`config.mk`:
```
export PLATFORM = sky130hd
export DESIGN_NAME = bmd_discard_ctrl
export DESIGN_NICKNAME = d
export VERILOG_FILES = /design/src/logic/bmd_pkg.sv /design/src/logic/bmd_discard_ctrl.sv
export VERILOG_INCLUDE_DIRS = /design/src /design/src/logic
export SDC_FILE = /design/constraint.sdc
export NUM_CORES = 1
export LEC_CHECK = 0
export ABC_AREA = 1
export BUFFER_PORTS_ARGS = -buffer_cell sky130_fd_sc_hd__clkbuf_2
export CAP_MARGIN = 20
export CELL_PAD_IN_SITES_DETAIL_PLACEMENT = 1
export CELL_PAD_IN_SITES_GLOBAL_PLACEMENT = 1
export CORE_MARGIN = 1.5
export CORE_UTILIZATION = 50
export DETAILED_ROUTE_END_ITERATION = 10
export MAX_ROUTING_LAYER = met4
export PLACE_DENSITY = 0.87
export SYNTH_ARGS = -nofsm -noshare
export SYNTH_HDL_FRONTEND = slang
export SYNTH_SLANG_ARGS = --single-unit
```
`constraint.sdc`:
```
create_clock -name clk_in -period 8.26 [get_ports clk_in]
set_clock_uncertainty 0.15 [all_clocks]
set_input_delay 1.239 -clock clk_in [delete_from_list [all_inputs] [get_ports clk_in]]
set_output_delay 1.239 -clock clk_in [all_outputs]
set_load 0.005 [all_outputs]
```
`src/logic/bmd_map.svh`:
```
`ifndef BMD_MAP_SVH
`define BMD_MAP_SVH

// Register indices and the byte addresses derived from them (index times four).
`define BMD_IDX_DROP_CNT 16'h1c07
`define BMD_IDX_INIT_STS 16'h1c08
`define BMD_IDX_TBL_CMD 16'h1c09
`define BMD_IDX_TBL_WDATA 16'h1c0a
`define BMD_IDX_TBL_RDATA 16'h1c0b
`define BMD_IDX_IRQ_STS 16'h1c10
`define BMD_IDX_IRQ_MASK 16'h1c11
`define BMD_ADDR_DROP_CNT 16'h701c
`define BMD_ADDR_INIT_STS 16'h7020
`define BMD_ADDR_TBL_CMD 16'h7024
`define BMD_ADDR_TBL_WDATA 16'h7028
`define BMD_ADDR_TBL_RDATA 16'h702c
`define BMD_ADDR_IRQ_STS 16'h7040
`define BMD_ADDR_IRQ_MASK 16'h7044

// Field positions.
`define BMD_READY_BIT 0
`define BMD_CMD_DIR_BIT 4
`define BMD_CMD_IDX_MSB 3
`define BMD_PROB_MSB 9
`define BMD_IRQ_DROP_BIT 0
`define BMD_IRQ_READY_BIT 1
`define BMD_IRQ_CMD_BIT 2

// Reset values and counts.
`define BMD_DROP_CNT_RESET 32'h0000_0000
`define BMD_DROP_CNT_MAX 32'hffff_ffff
`define BMD_CMD_DIR_RESET 1'h0
`define BMD_CMD_IDX_RESET 4'h0
`define BMD_PROB_RESET 10'h000
`define BMD_IRQ_RESET 3'h0
`define BMD_INIT_LAST 10'h1ff
`define BMD_LFSR_SEED 10'h001

// Buffer usage boundaries of the discard table ranges.
`define BMD_USE_FINE_END 8'h40
`define BMD_USE_MID_END 8'h80
`define BMD_IDX_MID_BASE 2'h2
`define BMD_IDX_COARSE_BASE 2'h3

`endif

```
`src/logic/bmd_pkg.sv`:
```
package bmd_pkg;

  typedef logic [9:0] bmd_prob_t;
  typedef logic [15:0] bmd_addr_t;
  typedef logic [31:0] bmd_word_t;

  typedef struct packed {
    logic [31:0] drop_count;
    logic tables_initialized_flag;
    logic [9:0] init_count;
    logic table_access_direction;
    logic [3:0] table_index;
    bmd_prob_t discard_table_write_data;
    bmd_prob_t discard_table_read_data;
    logic [2:0] irq_status;
    logic [2:0] irq_mask;
    logic [9:0] lfsr;
    logic yellow_discard;
    bmd_word_t prdata;
    logic ack;
    logic [15:0][9:0] table_mem;
  } bmd_state_t;

endpackage

```
`src/logic/bmd_discard_ctrl.sv`:
```
// Added by the designer: the APB register port.
`timescale 1ns/100ps
`include "bmd_map.svh"

// Function
// RULE1 - Count every port 2 drop: space limit, red, or random yellow discard.
// RULE2 - Reading the port 2 drop count returns it and clears it.
// RULE3 - Drop count stops at all ones instead of wrapping.
// RULE4 - Ready flag is zero after fabric reset, self-sets when tables are ready.
// RULE5 - Every fabric reset restarts table initialization, which governs the ready flag.
// RULE6 - Each write to the command register performs one table access.
// RULE7 - A read command loads the selected entry into the read data register.
// RULE8 - Host loads write data before issuing a table write command.
// RULE9 - Command bit 4 picks read (1) or write (0); resets to 0.
// RULE10 - Command bits 3:0 hold the table index; reset to zero.
// RULE11 - Yellow packets use the entry whose range holds ingress used buffers.
// RULE12 - Indices 0 to 7 each cover eight counts, 0 up to 63.
// RULE13 - Indices 8 to 11 cover sixteen counts, 12 to 15 cover thirty-two.
// RULE14 - Selected entry sets the discard probability of the yellow packet.
// RULE15 - Entries are 10-bit probabilities in 1/1024 steps, data bits 9:0.
// RULE16 - Table is not reset; host writes all entries before using discard.
// RULE17 - A drop coinciding with the clearing read is counted after the clear.
module bmd_discard_ctrl (
  input wire logic clk_in,
  input wire logic reset_in,
  input wire logic psel_in,
  input wire logic penable_in,
  input wire logic pwrite_in,
  input wire bmd_pkg::bmd_addr_t paddr_in,
  input wire bmd_pkg::bmd_word_t pwdata_in,
  input wire logic [3:0] pstrb_in,
  output logic pready_out,
  output bmd_pkg::bmd_word_t prdata_out,
  output logic pslverr_out,
  input wire logic drop_space_in,
  input wire logic drop_red_in,
  input wire logic yellow_pkt_in,
  input wire logic [7:0] used_buffers_in,
  output logic yellow_discard_out,
  output logic tables_initialized_flag_out,
  output logic irq_out
);
  import bmd_pkg::*;

  bmd_state_t st;
  bmd_state_t next_st;

  logic access;
  logic setup_done;
  logic wr_done;
  logic rd_capture;
  logic mapped;
  logic drop_event;
  logic [3:0] usage_index;
  bmd_prob_t usage_prob;
  logic lfsr_feedback;
  bmd_word_t read_mux;
  logic [2:0] irq_set;

  // Access phase waits one cycle so read data comes from a flip-flop; the
  // clear-on-read and the snapshot happen on that same edge.
  assign access = psel_in && penable_in;
  assign rd_capture = access && !st.ack && !pwrite_in;
  assign wr_done = access && st.ack && pwrite_in;
  assign setup_done = access && st.ack;

  always_comb begin
    case (paddr_in)
      `BMD_ADDR_DROP_CNT,
      `BMD_ADDR_INIT_STS,
      `BMD_ADDR_TBL_CMD,
      `BMD_ADDR_TBL_WDATA,
      `BMD_ADDR_TBL_RDATA,
      `BMD_ADDR_IRQ_STS,
      `BMD_ADDR_IRQ_MASK: begin
        mapped = 1'b1;
      end
      default: begin
        mapped = 1'b0;
      end
    endcase
  end

  // Fine ranges at low usage, coarser ones above, so index from the top bits.
  always_comb begin
    if (used_buffers_in < `BMD_USE_FINE_END) begin
      usage_index = {1'b0, used_buffers_in[5:3]}; // RULE12
    end else if (used_buffers_in < `BMD_USE_MID_END) begin
      usage_index = {`BMD_IDX_MID_BASE, used_buffers_in[5:4]}; // RULE13
    end else begin
      usage_index = {`BMD_IDX_COARSE_BASE, used_buffers_in[6:5]}; // RULE13
    end
  end

  assign usage_prob = st.table_mem[usage_index]; // RULE11
  assign lfsr_feedback = st.lfsr[9] ^ st.lfsr[6];

  assign drop_event = drop_space_in || drop_red_in || st.yellow_discard; // RULE1

  always_comb begin
    read_mux = '0;
    case (paddr_in)
      `BMD_ADDR_DROP_CNT: begin
        read_mux = st.drop_count; // RULE2
      end
      `BMD_ADDR_INIT_STS: begin
        read_mux[`BMD_READY_BIT] = st.tables_initialized_flag; // RULE4
      end
      `BMD_ADDR_TBL_CMD: begin
        read_mux[`BMD_CMD_DIR_BIT] = st.table_access_direction;
        read_mux[`BMD_CMD_IDX_MSB:0] = st.table_index;
      end
      `BMD_ADDR_TBL_WDATA: begin
        read_mux[`BMD_PROB_MSB:0] = st.discard_table_write_data;
      end
      `BMD_ADDR_TBL_RDATA: begin
        read_mux[`BMD_PROB_MSB:0] = st.discard_table_read_data; // RULE15
      end
      `BMD_ADDR_IRQ_STS: begin
        read_mux[2:0] = st.irq_status;
      end
      `BMD_ADDR_IRQ_MASK: begin
        read_mux[2:0] = st.irq_mask;
      end
      default: begin
        read_mux = '0;
      end
    endcase
  end

  always_comb begin
    next_st = st;
    irq_set = '0;
    next_st.ack = access && !st.ack;
    next_st.lfsr = {st.lfsr[8:0], lfsr_feedback};

    // Yellow decision is registered; probability p drops about p in 1024.
    next_st.yellow_discard = yellow_pkt_in && (st.lfsr < usage_prob); // RULE14

    if (!st.tables_initialized_flag) begin
      next_st.init_count = st.init_count + 10'h001; // RULE5
      if (st.init_count == `BMD_INIT_LAST) begin
        next_st.tables_initialized_flag = 1'b1; // RULE4
        irq_set[`BMD_IRQ_READY_BIT] = 1'b1;
      end
    end

    if (st.drop_count != `BMD_DROP_CNT_MAX) begin
      if (drop_event) begin
        next_st.drop_count = st.drop_count + 32'h0000_0001; // RULE3
      end
    end
    if (drop_event) begin
      irq_set[`BMD_IRQ_DROP_BIT] = 1'b1;
    end

    if (rd_capture) begin
      next_st.prdata = read_mux;
      if (paddr_in == `BMD_ADDR_DROP_CNT) begin
        // A drop in the clearing cycle becomes the first count after it.
        next_st.drop_count = drop_event ? 32'h0000_0001 : 32'h0000_0000; // RULE2 RULE17
      end
    end

    if (wr_done) begin
      case (paddr_in)
        `BMD_ADDR_TBL_CMD: begin
          if (pstrb_in[0]) begin
            next_st.table_access_direction = pwdata_in[`BMD_CMD_DIR_BIT]; // RULE9
            next_st.table_index = pwdata_in[`BMD_CMD_IDX_MSB:0]; // RULE10
            irq_set[`BMD_IRQ_CMD_BIT] = 1'b1;
            if (pwdata_in[`BMD_CMD_DIR_BIT]) begin
              next_st.discard_table_read_data =
                st.table_mem[pwdata_in[`BMD_CMD_IDX_MSB:0]]; // RULE6 RULE7
            end else begin
              // Uses the write data already loaded by software.
              next_st.table_mem[pwdata_in[`BMD_CMD_IDX_MSB:0]] =
                st.discard_table_write_data; // RULE6 RULE8
            end
          end
        end
        `BMD_ADDR_TBL_WDATA: begin
          if (pstrb_in[0]) begin
            next_st.discard_table_write_data[7:0] = pwdata_in[7:0]; // RULE15
          end
          if (pstrb_in[1]) begin
            next_st.discard_table_write_data[`BMD_PROB_MSB:8] =
              pwdata_in[`BMD_PROB_MSB:8]; // RULE15
          end
        end
        `BMD_ADDR_IRQ_STS: begin
          if (pstrb_in[0]) begin
            next_st.irq_status = st.irq_status & ~pwdata_in[2:0];
          end
        end
        `BMD_ADDR_IRQ_MASK: begin
          if (pstrb_in[0]) begin
            next_st.irq_mask = pwdata_in[2:0];
          end
        end
        default: begin
          next_st.irq_mask = st.irq_mask;
        end
      endcase
    end

    // A new event wins over a write-one-to-clear in the same cycle.
    next_st.irq_status = next_st.irq_status | irq_set;
  end

  // The discard table is deliberately left out of reset, as in the real RAM.
  always_ff @(posedge clk_in or posedge reset_in) begin
    if (reset_in) begin
      st.drop_count <= `BMD_DROP_CNT_RESET;
      st.tables_initialized_flag <= 1'b0; // RULE4 RULE5
      st.init_count <= '0;
      st.table_access_direction <= `BMD_CMD_DIR_RESET; // RULE9
      st.table_index <= `BMD_CMD_IDX_RESET; // RULE10
      st.discard_table_write_data <= `BMD_PROB_RESET;
      st.discard_table_read_data <= `BMD_PROB_RESET;
      st.irq_status <= `BMD_IRQ_RESET;
      st.irq_mask <= `BMD_IRQ_RESET;
      st.lfsr <= `BMD_LFSR_SEED;
      st.yellow_discard <= 1'b0;
      st.prdata <= '0;
      st.ack <= 1'b0;
    end else begin
      st <= next_st;
    end
  end

  assign pready_out = st.ack;
  assign pslverr_out = setup_done && !mapped;
  assign prdata_out = st.prdata;
  assign yellow_discard_out = st.yellow_discard;
  assign tables_initialized_flag_out = st.tables_initialized_flag;
  assign irq_out = |(st.irq_status & st.irq_mask);

endmodule

```
# == Word level (Yosys, flattened, before mapping) ==
# Index checks and enable logic that the tools add are counted.
# word_totals
ff_bits,278
wordCells,107
in_bits,68
# classes
magnitude_cmp,6
n_eq_ne,9
muxes,32
addsub,2
reduce_logical,21
bitwise,7
# ops
op,n
$bwmux 160,1
$mux 32,4
$eq 16x15->1 const B,7
$bmux 10 s4,2
$demux 10 s4,1
$add 32x1->32 const B,1
$ne 32x32->1 const B,1
$mux 10,3
$mux 22,1
$mux 3,5
$pmux 5 s3,1
$pmux 2 s6,1
$reduce_and 3->1,4
$mux 11,1
$add 10x1->10 const B,1
$eq 10x9->1 const B,1
$lt 10x10->1,1
$lt 4x5->1 const B,2
$logic_and 1x1->1,8
$lt 8x7->1 const B,1
$lt 8x8->1 const B,1
$mux 1,8
$pmux 2 s4,1
$pmux 1 s7,1
other kinds (14),19

# == Logic depth before layout (Yosys ltp) ==
# Gate-level depths: netlist of run 1.
# logic_depth
depth_word,7
mapped_depth,17
ltp_nobuf,15

# == Worst setup path after synthesis of run 1 ==
# No wires, ideal clock.
# synth_timing
path_type,input-to-output
startpoint,input paddr_in[11]
endpoint,output pslverr_out
path_stages,7
n_path_buf,1
t_arrival_ns,2.095
path_slack_ns,4.776
cell_sequence,nor2_1 -> nand2_1 -> nor4_4 -> buf_4 -> nand3b_1 -> nand4_1 -> nor3_1
# synth_between
elab_chain_len,5
# synth_lines
item,line_no,source
start: declaration,bmd_discard_ctrl.sv:29,"input wire bmd_pkg::bmd_addr_t paddr_in,"
$eq 16x15->1,bmd_discard_ctrl.sv:68,case (paddr_in)
$reduce_or 7->1 *,bmd_discard_ctrl.sv:68,
$mux 1 *,bmd_discard_ctrl.sv:68,
$logic_not 1->1 *,bmd_discard_ctrl.sv:233,assign pslverr_out = setup_done && !mapped;
$logic_and 1x1->1 *,bmd_discard_ctrl.sv:233,
end: declaration,bmd_discard_ctrl.sv:34,"output logic pslverr_out,"
# Every way passes the cells marked *; elsewhere a longest branch is shown, timed or not.

==> impl_metrics.json, run 1 <==
{
  "setup.worst_path.end_class": "register",
  "crit_path_end": "yellow_discard_out",
  "synth_top_area_cell": "edfxtp_1",
  "die_h_um": 170,
  "row_count": 61,
  "tightest_slew_ns": 0.992,
  "fin_crit_ns": 4.70,
  "ys.flop_type": "edfxtp_1",
  "synth_edf_count": 160,
  "grt_setup_unrepaired": "no",
  "rr_endpoint": "st[21]",
  "clkSinkCount": 278,
  "post_cts_resized": 0,
  "async_flop_share": 0.424,
  "dieWidth_um": 170,
  "final_antenna_net_count": 0,
  "ioPinCount": 105,
  "clockBufferDepth": 3,
  "hpwl_um": 28800,
  "die-area_um2": 29000,
  "fin_crit_sh": 0.569,
  "grt_use_total": 0.319,
  "clkLatencyLatePin_ns": 0.59,
  "hp-start": "next_st[199]",
  "drive_gt1_frac": 0.129,
  "htree_levels": 1,
  "grt_pass1_vias": 12330,
  "fmax_mhz": 213,
  "hold_buffers": 0,
  "tritoncts": "built",
  "hold_path.class": "register to register",
  "via_per_inst": 6.10,
  "yosysSeqAreaShare": 0.554,
  "wl_um": 44300,
  "synthCells": 1488,
  "p_per_area_nw_per_um2": 221,
  "nFillCells": 3151,
  "slew_headroom": 0.337,
  "initial_core_util": 0.507,
  "required_ns": 8.60,
  "vdd_ir_drop_max_uv": 255,
  "layout-area-overhead-vs-synth_pct": 11.7,
  "syn_avg_cell_area_um2": 9.41,
  "path_clk_slew_ns": 0.06,
  "initialDrtViolationCount": 1344,
  "avgRoutedWirePerCell_um": 22.9,
  "routabilityCongestion": 0.891,
  "synth_area_leaders": "edfxtp_1, dfrtp_1, nand2_1",
  "start_kind": "input port",
  "setup_viol": 0,
  "grt.overflow.total": 0,
  "slew_viol_final": 0,
  "cts-buffers-inserted": 31,
  "grt_max_degree": 79,
  "syn_area_um2": 14000,
  "reg2regPathDepth": 10,
  "io_buffers": 77,
  "worstPathArrival_ns": 5.04,
  "worst-setup-path-type": "input port to register",
  "r2r_slack_ns": 4.93,
  "final_cell_mix": "nand2_1, inv_1, edfxtp_1",
  "post_cts_buffers": 0,
  "yosysUniqueCellTypes": 49,
  "p_leak_nw": 6.75,
  "reg2reg_from": "pready_out",
  "setup_tns_ns": 0,
  "core_um2": 27600,
  "setup.worst_path.start": "used_buffers_in[6]",
  "outcome": "finished, final reports clean",
  "first_pass_iters": 5,
  "crit_fanout": 73,
  "cap_violations": 0,
  "fin_nets": 1607,
  "drc": 0,
  "antenna_found_initial": 1,
  "synth_top_area_frac": 0.343,
  "synth_nets": 1567,
  "yosys_warnings": 0,
  "hold_viol": 0,
  "ys_seq_elements": 278,
  "mostFrequentLayoutCell": "nand2_1",
  "vias": 11782,
  "p_total_w": 0.00345,
  "grt_pass1_wl_um": 68500,
  "cts-root-buf": "clkbuf_16"
}
-- layout make-up --
class	instances	area [um^2]	share of cell area
multi-input combinational	914	4970	0.318
timing repair buffer	112	648	0.0415
sequential	278	7760	0.496
inverter	191	719	0.0460
clock buffer	40	872	0.0558
tap	378	473	0.0303
antenna	1	2.50	0.000160
clock inverter	18	184	0.0118
-- how the worst min path moves through the flow --
stage | slack, ns | depth (start not counted) | to
3_3_place_gp | 0.21 | 0 | next_st[200]
3_5_place_dp | 0.22 | 0 | next_st[200]
6_report | 0.24 | 0 | next_st[200]
5_1_grt | 0.25 | 0 | next_st[200]
2_1_floorplan | 0.21 | 0 | next_st[197]
4_1_cts | 0.23 | 0 | next_st[200]
-- worst max-delay path, cell delays in order --
cell and delay (ns):
clkbuf_2 0.13, nor2_1 0.06, buf_4 0.20, nand2_1 0.32, nand3_4 0.71, buf_4 0.56
nand2_1 0.13, o211ai_1 0.11, nand3_1 0.16, nand3_1 0.14, nand2_1 0.20, inv_1 0.07
ha_1 0.29, nand2_1 0.10, nor2_1 0.05, a211oi_1 0.18, o221ai_1 0.14, a21oi_1 0.18
-- sequential cells by signal, summed over array words and instances, names as in the netlist --
register and count:
st 234, pready_out 1, yellow_discard_out 1, next_st 9, tables_initialized_flag_out 1, prdata_out 32
-- where the power goes --
part / internal (W) / total (W) / switching (W)
logic: 0.000128 / 0.000450 / 0.000322
clock network: 0.000840 / 0.00143 / 0.000586
registers: 0.00150 / 0.00157 / 0.0000664
total: 0.00247 / 0.00345 / 0.000974
-- cell families (layout without fill, tap and decap cells) --
kind of cell    Yosys count  count (layout)  share of synthesized area
simple gates            526             526                      0.172
buf+inv                 296             361                     0.0923
compound gates          346             346                      0.151
mux                       9               9                    0.00688
xor+xnor                 22              22                     0.0138
flops                   278             278                      0.554
other cells               0               1                          0
fa+ha+maj                11              11                    0.00983
-- metrics by stage --
step	utilization	cells	hold WS [ns]	cell area, um^2	setup WS (ns)
3_5_place_dp	0.527	1873	0.220	14600	3.04
4_1_cts	0.566	1931	0.232	15600	3.58
6_report	0.566	1932	0.236	15600	3.56
3_3_place_gp	0.527	1873	0.214	14600	3.31
2_1_floorplan	-	1488	0.210	14000	3.74
5_1_grt	0.566	1932	0.246	15600	3.23
-- Yosys cell counts, types with 40 or more instances --
master	instances
a21oi_1	75
a22oi_1	41
buf_4	40
clkbuf_1	43
dfrtp_1	117
edfxtp_1	160
inv_1	185
nand2_1	237
nand3_1	142
nor2_1	69
o211ai_1	69
o21ai_0	121
-- layer usage --
layer	global-route usage	up-vias	share of wire
met1	0.394	5872	0.40
met5	-	-	0
li1	-	5228	-
met4	0.164	0	0.045
met2	0.514	538	0.49
met3	0.0456	144	0.072
No activity file was read; power rests on OpenSTA's default activity.
==> run 2: changes to the inputs <==
Settings changed: CORE_UTILIZATION 50 to 43, PLACE_DENSITY 0.87 to 0.8.
Clock period 8.26 ns to 4 ns, I/O delays scaled along.
==> impl_metrics.json, run 2 (synthesis results as in run 1) <==
{
  "post_cts_resized": 0,
  "drive_gt1_frac": 0.133,
  "grt_max_degree": 95,
  "wl_um": 44100,
  "clockBufferDepth": 3,
  "fin_nets": 1619,
  "hold_path.class": "input port to asynchronous set/reset pin",
  "reg2reg_from": "pready_out",
  "setup.worst_path.start": "used_buffers_in[7]",
  "place_area_um2": 14700,
  "combinationalPowerShare": 0.129,
  "final_cell_mix": "nand2_1, inv_1, edfxtp_1",
  "setup.worst_path.end_class": "register",
  "row_count": 65,
  "tritoncts": "built",
  "p_leak_nw": 6.82,
  "path_clk_slew_ns": 0.06,
  "first_pass_iters": 5,
  "fmax_mhz": 316,
  "vdd_ir_drop_max_uv": 332,
  "n_antenna_cell": 0,
  "htree_levels": 2,
  "place_ws_ns": 0.452,
  "cts-buffers-inserted": 34,
  "clkSinkCount": 278,
  "avgRoutedWirePerCell_um": 22.0,
  "slowest_delay_ns": 0.39,
  "switching_power_w": 0.00201,
  "grt_pass1_vias": 12171,
  "path_cells": "clkbuf_2 -> inv_1 -> nand3_1 -> nand3_4 -> buf_12 -> mux2i_1 -> nand2_1 -> nand3_1 -> nand3_1 -> nand2_1 -> ha_1 -> a21oi_1 -> nor2_1 -> a211oi_1 -> o221ai_1 -> a21oi_1",
  "slew_headroom": 0.354,
  "setup_tns_ns": 0,
  "core_um2": 31800,
  "layout-area-overhead-vs-synth_pct": 13.0,
  "slowest_stage": "nand3_1",
  "p_total_w": 0.00715,
  "setup_viol": 0,
  "cp_common_cell": "nand3_1",
  "grt.overflow.total": 0,
  "drc": 0,
  "cts-root-buf": "clkbuf_16",
  "fin_crit_ns": 3.16,
  "seqPwrFrac": 0.454,
  "dieWidth_um": 183,
  "antenna_found_initial": 0,
  "hpwl_um": 29700,
  "cap_violations": 0,
  "hold_viol": 0,
  "grt_use_total": 0.273,
  "hold_buffers": 0,
  "outcome": "finished, final reports clean",
  "clkLatencyLatePin_ns": 0.53,
  "die-area_um2": 33600,
  "final_antenna_net_count": 0,
  "mostFrequentLayoutCell": "nand2_1",
  "largest_register_ffs": 234,
  "ioPinCount": 105,
  "post_cts_buffers": 0,
  "fin_crit_sh": 0.790,
  "setup_slack_ns": 0.838,
  "tightest_slew_ns": 0.969,
  "required_ns": 4.28,
  "p_sw_frac": 0.281,
  "crit_fanout": 94,
  "grt_setup_unrepaired": "no",
  "initialDrtViolationCount": 1128,
  "io_buffers": 77,
  "vias": 11683,
  "top_register": "st",
  "p_int_w": 0.00514,
  "stdcell_area_um2": 15800,
  "routabilityCongestion": 0.865,
  "p_per_area_nw_per_um2": 452,
  "grt_pass1_wl_um": 68700,
  "initial_core_util": 0.440,
  "clkPwrFrac": 0.417,
  "worstPathArrival_ns": 3.44,
  "slew_viol_final": 0,
  "start_kind": "input port",
  "worst-setup-path-type": "input port to register",
  "via_per_inst": 5.84,
  "die_h_um": 183
}
==> run 2: cell types whose count changed in the layout (fill, tap and decap cells not counted), moves of 2 or more <==
cell        previous run  this run
clkinvlp_4             2         0
clkbuf_1               5        10
clkbuf_8               2         4
clkinv_2               7         4
buf_4                 35        42
clkinv_8               0         2
clkbuf_16             33        35
bufinv_16              3         1
buf_12                 0         2
==> run 2: final timing paths <==
kind | endpoint | slack [ns] | cells past startpoint
worst max-delay path | yellow_discard_out | 0.84 | 16
worst min-delay path | st[212] | 0.08 | 2
worst max register to register | st[107] | 1.14 | 10
worst min register to register | next_st[203] | 0.23 | 0
max in group asynchronous | next_st[195] | 2.67 | 3
min in group clk_in | pready_out | 0.16 | 3
==> run 2: worst max-delay path: cells and delay by family <==
kind | cells | cell delay, ns
and+or+nand+nor | 7 | 1.15
AOI/OAI and AO/OA | 4 | 0.60
buffers and inverters | 3 | 0.53
adders and majority gates | 1 | 0.25
muxes | 1 | 0.24
==> run 2: area by class of cell <==
cell class / count / area [um^2]
fill: 3659 / 16000
sequential: 278 / 7760
multi-input combinational: 914 / 4970
clock buffer: 49 / 968
timing repair buffer: 121 / 741
inverter: 191 / 719
tap: 435 / 544
clock inverter: 13 / 110
==> run 2: metrics by stage <==
stage | util | hold WS, ns | cells
2_1_floorplan | - | 0.210 | 1488
3_3_place_gp | 0.463 | 0.216 | 1939
3_5_place_dp | 0.463 | 0.222 | 1939
4_1_cts | 0.497 | 0.0913 | 2001
5_1_grt | 0.497 | 0.126 | 2001
6_report | 0.497 | 0.0818 | 2001
==> run 2: power groups by stage <==
stage | combinational [W] | clock, W | sequential, W
6_report | 0.000925 | 0.00298 | 0.00324
5_1_grt | 0.00103 | 0.00314 | 0.00326
4_1_cts | 0.000918 | 0.00303 | 0.00324
3_5_place_dp | 0.000909 | 0 | 0.00330
3_3_place_gp | 0.000865 | 0 | 0.00329
2_1_floorplan | 0.000650 | 0 | 0.00324
==> run 2: per-layer routing <==
metal,GRT usage,up-vias,part of all wire
li1,-,5252,-
met1,0.348,5894,0.42
met2,0.441,419,0.48
met3,0.0413,118,0.060
met4,0.104,0,0.033
met5,-,-,0
